**src/common/aab_regs.svh**
```systemverilog
`ifndef AAB_REGS_SVH
`define AAB_REGS_SVH

`define AAB_DATA_W 8
`define AAB_ADDR_W 7
`define AAB_BIT_W 3
`define AAB_CARRY_BIT 8
`define AAB_NIBBLE_BIT 4
`define AAB_ACC_RST 8'h00
`define AAB_FLAG_RST 1'b0
`define AAB_DEST_ACC 1'b0
`define AAB_DEST_FILE 1'b1
`define AAB_SKIP_CYCLES 2

`endif

```
**src/common/aab_pkg.sv**
```systemverilog
`include "aab_regs.svh"

package aab_pkg;

    typedef enum logic [2:0] {
        add_literal_to_acc = 3'h0,
        add_acc_with_file_reg = 3'h1,
        and_literal_with_acc = 3'h2,
        and_acc_with_file_reg = 3'h3,
        file_bit_clear_op = 3'h4,
        file_bit_set_op = 3'h5,
        test_skip_if_zero_op = 3'h6,
        test_skip_if_one_op = 3'h7
    } aab_op_t;

    typedef enum logic [1:0] {
        ST_IDLE = 2'h0,
        ST_EXEC = 2'h1,
        ST_NOP = 2'h2
    } aab_state_t;

    typedef logic [`AAB_DATA_W-1:0] aab_byte_t;
    typedef logic [`AAB_ADDR_W-1:0] aab_addr_t;
    typedef logic [`AAB_BIT_W-1:0] aab_bit_t;

endpackage : aab_pkg

```
**src/common/aab_alu_if.sv**
```systemverilog
interface aab_alu_if;
    import aab_pkg::*;
    aab_op_t op;
    aab_byte_t acc;
    aab_byte_t lit;
    aab_byte_t operand;
    aab_bit_t bit_idx;
    aab_byte_t result;
    logic carry;
    logic nibble_carry;
    logic bit_val;

    modport core (
        output op, acc, lit, operand, bit_idx,
        input result, carry, nibble_carry, bit_val
    );
    modport alu (
        input op, acc, lit, operand, bit_idx,
        output result, carry, nibble_carry, bit_val
    );
endinterface : aab_alu_if

```
**src/rtl/aab_alu.sv**
```systemverilog
`include "aab_regs.svh"
module aab_alu (
    aab_alu_if.alu alu
);
    import aab_pkg::*;

    logic [`AAB_DATA_W:0] sum;
    logic [`AAB_NIBBLE_BIT:0] low_sum;
    aab_byte_t src;
    aab_byte_t mask;

    always_comb
    begin
        src = alu.operand;
        if (alu.op == add_literal_to_acc || alu.op == and_literal_with_acc)
        begin
            src = alu.lit;
        end
        sum = {1'b0, alu.acc} + {1'b0, src};
        // carry out of bit 3 taken from the low nibbles alone
        low_sum = {1'b0, alu.acc[`AAB_NIBBLE_BIT-1:0]}
            + {1'b0, src[`AAB_NIBBLE_BIT-1:0]};
        mask = aab_byte_t'(1) << alu.bit_idx;
        alu.carry = sum[`AAB_CARRY_BIT];
        alu.nibble_carry = low_sum[`AAB_NIBBLE_BIT];
        alu.bit_val = src[alu.bit_idx];
        case (alu.op)
            add_literal_to_acc,
            add_acc_with_file_reg: alu.result = sum[`AAB_DATA_W-1:0];
            and_literal_with_acc,
            and_acc_with_file_reg: alu.result = alu.acc & src;
            file_bit_clear_op: alu.result = src & ~mask;
            file_bit_set_op: alu.result = src | mask;
            default: alu.result = src;
        endcase
    end

endmodule : aab_alu

```
**src/rtl/aab_core.sv**
```systemverilog
// How it works
// - add literal sums the accumulator with an 8-bit immediate into the accumulator and updates carry, nibble carry and zero.
// - add register sums the accumulator with the file register at a 7-bit address and updates carry, nibble carry and zero.
// - for register add and and, destination 0 writes the accumulator and destination 1 writes the file register.
// - and literal ands the accumulator with an immediate into the accumulator, changing only the zero flag.
// - and register ands the accumulator with the file register, routed by destination, changing only the zero flag.
// - bit clear forces the indexed bit of the file register to zero and leaves all flags alone.
// - bit set forces the indexed bit of the file register to one and leaves all flags alone.
// - test skip if zero lets the next instruction run when the bit is one, else discards it with a one-cycle nop.
// - test skip if one lets the next instruction run when the bit is zero, else discards it with a one-cycle nop.
// - a read-modify-write of an i/o port register takes its operand from the pin levels, not the latch.
// - a taken skip spends a second cycle on the instruction and that cycle does nothing.
`include "aab_regs.svh"
module aab_core (
    input wire logic core_clk_i,
    input wire logic reset_i,
    input wire logic op_valid_i,
    input wire aab_pkg::aab_op_t op_code_i,
    input wire aab_pkg::aab_addr_t op_addr_i,
    input wire logic op_dest_i,
    input wire aab_pkg::aab_bit_t op_bit_i,
    input wire aab_pkg::aab_byte_t op_literal_i,
    input wire aab_pkg::aab_byte_t fr_rdata_i,
    input wire logic fr_is_port_i,
    input wire aab_pkg::aab_byte_t pin_level_i,
    output logic op_ready_o,
    output logic op_done_o,
    output logic skip_o,
    output aab_pkg::aab_addr_t fr_addr_o,
    output logic fr_we_o,
    output aab_pkg::aab_byte_t fr_wdata_o,
    output aab_pkg::aab_byte_t acc_o,
    output logic carry_o,
    output logic nibble_carry_flag_o,
    output logic zero_o
);
    import aab_pkg::*;

    typedef struct packed {
        aab_state_t state;
        aab_op_t op;
        logic dest;
        aab_bit_t bit_idx;
        aab_byte_t lit;
        aab_addr_t addr;
        logic ready;
        logic done;
        logic skip;
        logic we;
        aab_byte_t wdata;
        aab_byte_t acc;
        logic carry;
        logic nibble_carry;
        logic zero;
        aab_byte_t pin_meta;
        aab_byte_t pin_sync;
    } aab_core_st_t;

    aab_core_st_t st;
    aab_core_st_t next_st;
    aab_alu_if alu_bus ();

    logic is_reg_op;
    logic to_file;
    logic from_pins;
    logic skip_taken;
    aab_byte_t operand;

    ////////////////////////////////////////////////////////////////////////
    aab_alu u_alu (
        .alu(alu_bus.alu)
    );

    always_comb
    begin
        is_reg_op = st.op == add_acc_with_file_reg
            || st.op == and_acc_with_file_reg;
        to_file = (is_reg_op && st.dest == `AAB_DEST_FILE)
            || st.op == file_bit_clear_op || st.op == file_bit_set_op;
        // latch may disagree with a pin pulled low from outside
        from_pins = fr_is_port_i && to_file;
        operand = from_pins ? st.pin_sync : fr_rdata_i;
        alu_bus.op = st.op;
        alu_bus.acc = st.acc;
        alu_bus.lit = st.lit;
        alu_bus.operand = operand;
        alu_bus.bit_idx = st.bit_idx;
        skip_taken = (st.op == test_skip_if_zero_op && !alu_bus.bit_val)
            || (st.op == test_skip_if_one_op && alu_bus.bit_val);
    end

    ////////////////////////////////////////////////////////////////////////
    always_comb
    begin
        next_st = st;
        next_st.pin_meta = pin_level_i;
        next_st.pin_sync = st.pin_meta;
        next_st.done = 1'b0;
        next_st.skip = 1'b0;
        next_st.we = 1'b0;
        case (st.state)
            ST_IDLE:
            begin
                if (op_valid_i)
                begin
                    next_st.op = op_code_i;
                    next_st.addr = op_addr_i;
                    next_st.dest = op_dest_i;
                    next_st.bit_idx = op_bit_i;
                    next_st.lit = op_literal_i;
                    next_st.ready = 1'b0;
                    next_st.state = ST_EXEC;
                end
            end
            ST_EXEC:
            begin
                case (st.op)
                    add_literal_to_acc, add_acc_with_file_reg:
                    begin
                        next_st.carry = alu_bus.carry;
                        next_st.nibble_carry = alu_bus.nibble_carry;
                        next_st.zero = alu_bus.result == '0;
                    end
                    and_literal_with_acc, and_acc_with_file_reg:
                    begin
                        next_st.zero = alu_bus.result == '0;
                    end
                    default:
                    begin
                        // bit ops and tests keep every flag
                        next_st.zero = st.zero;
                    end
                endcase
                if (to_file)
                begin
                    next_st.we = 1'b1;
                    next_st.wdata = alu_bus.result;
                end
                else if (st.op inside {add_literal_to_acc,
                    and_literal_with_acc} || is_reg_op)
                begin
                    next_st.acc = alu_bus.result;
                end
                if (skip_taken)
                begin
                    // next fetch is thrown away, so burn a quiet cycle
                    next_st.skip = 1'b1;
                    next_st.state = ST_NOP;
                end
                else
                begin
                    next_st.done = 1'b1;
                    next_st.ready = 1'b1;
                    next_st.state = ST_IDLE;
                end
            end
            ST_NOP:
            begin
                next_st.done = 1'b1;
                next_st.ready = 1'b1;
                next_st.state = ST_IDLE;
            end
            default:
            begin
                next_st.ready = 1'b1;
                next_st.state = ST_IDLE;
            end
        endcase
    end

    always_ff @(posedge core_clk_i)
    begin
        if (reset_i)
        begin
            st <= '0;
            st.state <= ST_IDLE;
            st.ready <= 1'b1;
            st.acc <= `AAB_ACC_RST;
            st.carry <= `AAB_FLAG_RST;
            st.nibble_carry <= `AAB_FLAG_RST;
            st.zero <= `AAB_FLAG_RST;
        end
        else
        begin
            st <= next_st;
        end
    end

    assign op_ready_o = st.ready;
    assign op_done_o = st.done;
    assign skip_o = st.skip;
    assign fr_addr_o = st.addr;
    assign fr_we_o = st.we;
    assign fr_wdata_o = st.wdata;
    assign acc_o = st.acc;
    assign carry_o = st.carry;
    assign nibble_carry_flag_o = st.nibble_carry;
    assign zero_o = st.zero;

    ////////////////////////////////////////////////////////////////////////
    logic [`AAB_DATA_W:0] chk_sum;
    logic accept;
    logic in_exec;

    assign chk_sum = {1'b0, st.acc} + {1'b0, fr_rdata_i};
    assign accept = op_valid_i && op_ready_o;
    assign in_exec = st.state == ST_EXEC;
endmodule : aab_core

```
**config.mk**
```make
export PLATFORM = sky130hd
export DESIGN_NAME = aab_core
export DESIGN_NICKNAME = d
export VERILOG_FILES = /design/src/common/aab_pkg.sv /design/src/common/aab_alu_if.sv /design/src/rtl/aab_alu.sv /design/src/rtl/aab_core.sv
export VERILOG_INCLUDE_DIRS = /design/src /design/src/common
export SDC_FILE = /design/constraint.sdc
export NUM_CORES = 1
export LEC_CHECK = 0
export BUFFER_PORTS_ARGS = -buffer_cell sky130_fd_sc_hd__buf_2
export CAP_MARGIN = 20
export CORE_MARGIN = 5
export CORE_UTILIZATION = 23
export DETAILED_ROUTE_END_ITERATION = 10
export SYNTH_ARGS = -nofsm -noshare
export SYNTH_HDL_FRONTEND = slang
export SYNTH_HIERARCHICAL = 1
export SYNTH_SLANG_ARGS = --single-unit
```
**constraint.sdc**
```tcl
create_clock -name core_clk_i -period 11.2 [get_ports core_clk_i]
set_input_delay 0 -clock core_clk_i [delete_from_list [all_inputs] [get_ports core_clk_i]]
set_output_delay 0 -clock core_clk_i [all_outputs]
set_load 0.01 [all_outputs]
```
# --- After elaboration in Yosys (flattened, before gate mapping) ---
# Cells that the tools add are included.
classes:
  n_addsub: 2
  mul: 0
  div_mod_pow: 0
  n_lt_le_gt_ge: 1
  eq_ne: 11
  shift: 1
  muxes: 13
  bitwise_logic: 6
  n_reduce_logical: 25
ops:
  columns: ["cell", "count"]
  rows:
  - ["$pmux W8 S4", 1]
  - ["$mux W25", 1]
  - ["$and A8 B8 Y8", 2]
  - ["$mux W8", 2]
  - ["$eq A3 B3 Y1 const B", 4]
  - ["$reduce_and A2 Y1", 5]
  - ["$add A8 B8 Y9", 1]
  - ["$mux W9", 1]
  - ["$logic_not A8 Y1", 1]
  - ["$not A8 Y8", 1]
  - ["$or A8 B8 Y8", 1]
  - ["$shl A1 B3 Y8 const A", 1]
  - ["$eq A3 B2 Y1 const B", 2]
  - ["$logic_or A1 B1 Y1", 6]
  - ["$reduce_or A2 Y1", 3]
  - ["$add A4 B4 Y5", 1]
  - ["$logic_and A1 B1 Y1", 4]
  - ["$lt A3 B4 Y1 const B", 1]
  - ["$mux W2", 2]
  - ["$ne A2 B2 Y1 const B", 2]
  - ["$pmux W1 S2", 2]
  - ["$pmux W2 S2", 1]
  - ["$reduce_or A4 Y1", 1]
  - ["$bmux W1 S3", 1]
  - ["other kinds (10)", 12]
word_totals:
  ff_bits: 63
  latch_bits: 0
  ramBits: 0
  mem_bits_ro: 0
  inputBits: 42
  out_inout_bits: 30
  memories: 0

# --- Depth between registers and ports, before layout ---
logic_depth:
  depth_word: 15
  mapped_depth: 14

# --- By module ---
# Netlist, hierarchy kept.
modules_own_cells:
  columns: ["module", "n_inst", "cells_each", "area_per_inst_um2", "seq_area_each_um2"]
  rows:
  - ["aab_core", 1, 285, 2558.7, 1261.2]
  - ["aab_alu", 1, 128, 942.2, 0.0]

# --- Least setup slack after synthesis ---
# No wires, ideal clock.
synth_path:
  path_kind: "register to register"
  from: "register st (netlist bit alu_bus.op[1])"
  to: "register st (netlist bit zero_o)"
  setup_ns: 0.070
  arrival_ns: 3.687
  required_time_ns: 11.130
  setup_slack_ns: 7.442
  stages_incl_launch_ff: 15
  synth_period_minus_slack_ns: 3.758
  cell_sequence: "dfxtp_1 and2b_1 o21ai_4 mux2_2 mux2_2 ha_1 fa_1 a21o_1 a21oi_1 o21ai_1 xor2_1 a221o_1 nor4_1 nand3_1 a21oi_1"
synth_between:
  elab_chain_cells: 11
synth_lines:
  columns: ["item", "line_no", "rtl"]
  rows:
  - ["start: declaration", "aab_core.sv:59", "aab_core_st_t st;"]
  - ["start signal: assignment", "aab_core.sv:185", "st <= next_st;"]
  - ["$eq A3 B1 Y1 / $eq A3 B2 Y1 (equally long branches)", "aab_core.sv:76, aab_core.sv:77", null]
  - ["$logic_or A1 B1 Y1", "aab_core.sv:77", "|| st.op == and_acc_with_file_reg;"]
  - ["$logic_and A1 B1 Y1 (no source line)", null, null]
  - ["$logic_or A1 B1 Y1", "aab_core.sv:78", "to_file = (is_reg_op && st.dest == `AAB_DEST_FILE)"]
  - ["$logic_or A1 B1 Y1 (*)", "aab_core.sv:78", null]
  - ["$logic_and A1 B1 Y1 (*)", "aab_core.sv:81", "from_pins = fr_is_port_i && to_file;"]
  - ["$mux W8 (*)", "aab_core.sv:82", "operand = from_pins ? st.pin_sync : fr_rdata_i;"]
  - ["net alu_bus.operand[0]", "aab_alu_if.sv:6", "aab_byte_t operand;"]
  - ["$mux W8 (*)", "aab_alu.sv:15", "if (alu.op == add_literal_to_acc || alu.op == and_literal_with_acc)"]
  - ["$add A8 B8 Y9 (*)", "aab_alu.sv:19", "sum = {1'b0, alu.acc} + {1'b0, src};"]
  - ["$pmux W8 S4 (*)", "aab_alu.sv:27", "case (alu.op)"]
  - ["net alu_bus.result[6]", "aab_alu_if.sv:8", "aab_byte_t result;"]
  - ["$logic_not A8 Y1 (*)", "aab_core.sv:122, aab_core.sv:126", null]
# The timed path passes the listed nets; every way through them passes the cells marked *.
# A chain may end at the register's enable or synchronous reset.

# --- Worst setup path after layout ---
layout_path:
  from: "register st (netlist bit alu_bus.op[2])"
  to: "register st (netlist bit zero_o)"
# The elaborated chain is that of the path after synthesis.

==> out/results.tsv <==
metric	value	unit
outcome	finished clean	
Max VDD drop	0.0000805	V
Simple-Gate Fraction of Synth Area	0.206	
cells resized by post-CTS repair	0	
overall power	0.000624	W
ranking of synthesized cells by area	dfxtp_1 36%, nand2_1 7.1%, a21oi_1 6.0%	
Mapped Avg Cell Area	8.48	µm²
Initial Utilization	0.232	
main combinational cell family by area after synthesis	simple AND/OR/NAND/NOR gates	
EDFF count, synth	0	
share of the synthesized area in the top cell type	0.360	
worst path required time	11.45	ns
area share of fa/ha/maj cells after synthesis	0.0522	
1st-iter DRT viols	104	
Syn Nets	469	
crit-path max FO	31	
Most used DFF post-synth	dfxtp_1	
Vias	3076	
# rows	45	
most common cell in the synthesized netlist	nand2_1	
Worst-Margin Slew	0.919	ns
IO buf count	71	
mux cell area share after synthesis	0.105	
CTS buffer count	9	
Hold Path Cell Cnt	3	
Worst R2R Path Depth	14	
GRT Total Usage	0.115	
Final Skew	0.00589	ns
Critical Path Max Stage Delay	0.92	ns
Layout fillers	1627	
Ys Warns	6	
vias per inst	4.58	
pin count of the biggest net entering global routing	73	
gr ovfl total	0	
CTS sink cnt	63	
fin crit share	0.413	
first-pass GRT wire length	16.3	mm
fin crit period	4.62	ns
crit-path cells	and3b_2, o21ai_4, mux2_2, mux2_2, ha_1, fa_1, a21o_1, a21oi_1, o21ai_1, xor2_1, a221o_1, nor4_1, nand3_1, a21oi_1	
Fin. Hold Viols	0	
most frequent cells after synthesis	66 x nand2_1, 63 x dfxtp_1, 42 x a21oi_1, 24 x buf_4, 21 x nor2b_1	
Core ar.	15100	µm²
DP HPWL	7.47	mm
area fraction in compound gates after synthesis	0.170	
DP Area	3820	µm²
cell area after layout	4420	µm²
cell count after synthesis	413	
DR WL/cell	15.0	µm
GPL Wtd Cong	0.863	
Area Overhead vs Synth	26.3	%
Max Cap Violations	0	
CTS tree	done	
cell taking the most area after synthesis	dfxtp_1	
slowest cell on the critical path	dfxtp_1	
setup TNS	0	ns
CTS root buf	clkbuf_16	
layout cell share with drive strength beyond 1	0.231	
nets@finish	535	
clock buffer depth	2	
ys async rst share	0	
Worst-Skew Late Latency	0.33	ns
ANT nets after route	0	
WL final	10.1	mm
final setup violation count	0	
post-synthesis sequential area ratio	0.360	
clock-pin slew on the worst setup and hold paths	0.05	ns
Setup WS post-layout	6.58	ns
initial antenna violation count	0	
Mapped Area	3500	µm²
die outline area	17800	µm²
Pre-antenna DRT Iters	4	
I/O pins	72	
Max Slew Vio Count	0	
# diodes	0	
RSZ-0062 raised after global routing	false	
crit path launch type	flop	
maximum clock frequency	216	MHz
vias in the first global route	3079	
CP arrival	4.87	ns
HP Class	input port to flop	
Critical Path End Type	flop	
Yosys cell types	54	
pre-CTS setup slack	6.61	ns
Cell Pwr Density	141	nW/µm²
Post-Synth XOR/XNOR Area	0.0150	
Die H	133	µm
DRC	0	
static leakage	1.91	nW
flops & latches, synth	63	
Max-slew headroom	0.386	
crit path kind	flop to flop	
die width	133	µm
# H-tree levels	3	
## cell usage in the layout, fill, tap and decap left out, types with 4 or more instances in the layout
cell type,Yosys,final
ha_1,13,13
xor2_1,4,4
clkbuf_16,0,9
a221o_1,4,4
mux2i_1,12,12
dfxtp_1,63,63
buf_2,3,71
a21o_1,7,7
nand2_1,66,66
nor2b_1,21,21
inv_1,8,8
nand2b_1,17,17
a21oi_1,42,42
nor2_1,12,12
o21ai_0,15,15
mux2_2,15,15
dlygate4sd3_1,0,31
nand3_1,11,11
nor3b_1,5,5
## sequential cells by signal, indices dropped and copies added, names as in the netlist
signal               cells
alu_bus.lit              8
fr_we_o                  1
st                      11
nibble_carry_flag_o      1
zero_o                   1
alu_bus.bit_idx          3
alu_bus.op               3
carry_o                  1
op_ready_o               1
next_st                  8
acc_o                    8
fr_wdata_o               8
fr_addr_o                7
op_done_o                1
skip_o                   1
## per-layer routing
layer	up-vias	GRT usage	share of wire
li1	1534	-	-
met1	1451	0.142	0.45
met2	71	0.194	0.49
met3	20	0.0200	0.032
met4	0	0.0554	0.030
met5	-	0	0
## worst max-delay path: cells and delay by family, from the launching register on
family	cells	cell delay (ns)
compound gates	6	1.46
xor+xnor	1	0.16
fa+ha+maj	2	0.68
flops	1	0.92
mux	2	0.65
simple gates	3	0.68
## per-stage QoR
step,utilization,hold slack (ns),cells
2_1_floorplan,-,0.128,413
3_3_place_gp,0.253,0.212,625
3_5_place_dp,0.253,0.216,625
4_1_cts,0.293,0.304,672
5_1_grt,0.293,0.348,672
6_report,0.293,0.293,672
## repair_timing
| action | in CTS | in global routing |
|---|---|---|
| hold endpoints to repair | 31 | 0 |
| buffers inserted | 0 | 0 |
| hold buffers | 31 | 0 |
## cells by family (layout without fill, tap and decap cells)
logic type | count (synthesis) | count (layout)
simple gates | 145 | 145
compound gates | 95 | 95
flops | 63 | 63
buf+inv | 58 | 129
mux | 32 | 32
fa+ha+maj | 14 | 14
xor+xnor | 6 | 6
## worst paths after layout
kind / from / endpoint / slack, ns
setup / recovery: alu_bus.op[2]$_SDFFE_PP0P_ / zero_o$_SDFFE_PP0P_ / 6.58
hold / removal: reset_i / fr_we_o$_SDFF_PP0_ / 0.29
setup reg to reg: alu_bus.op[2]$_SDFFE_PP0P_ / zero_o$_SDFFE_PP0P_ / 6.58
hold reg to reg: next_st[1]$_SDFF_PP0_ / st[1]$_SDFF_PP0_ / 0.44
## where the power goes
part | leakage [nW] | internal (W) | switching (W)
sequential | 0.515 | 0.000235 | 0.0000127
clock | 0.146 | 0.000177 | 0.0000945
combinational | 1.25 | 0.0000499 | 0.0000551
## area by class of cell
| class | instances | area [µm²] | share of cell area |
|---|---|---|---|
| tap | 188 | 235 | 0.0532 |
| timing repair buffer | 104 | 681 | 0.154 |
| multi-input combinational | 292 | 1920 | 0.434 |
| inverter | 9 | 33.8 | 0.00764 |
| clock inverter | 4 | 45.0 | 0.0102 |
| sequential | 63 | 1260 | 0.285 |
| clock buffer | 12 | 246 | 0.0557 |
(Power assumes the default switching activity.)
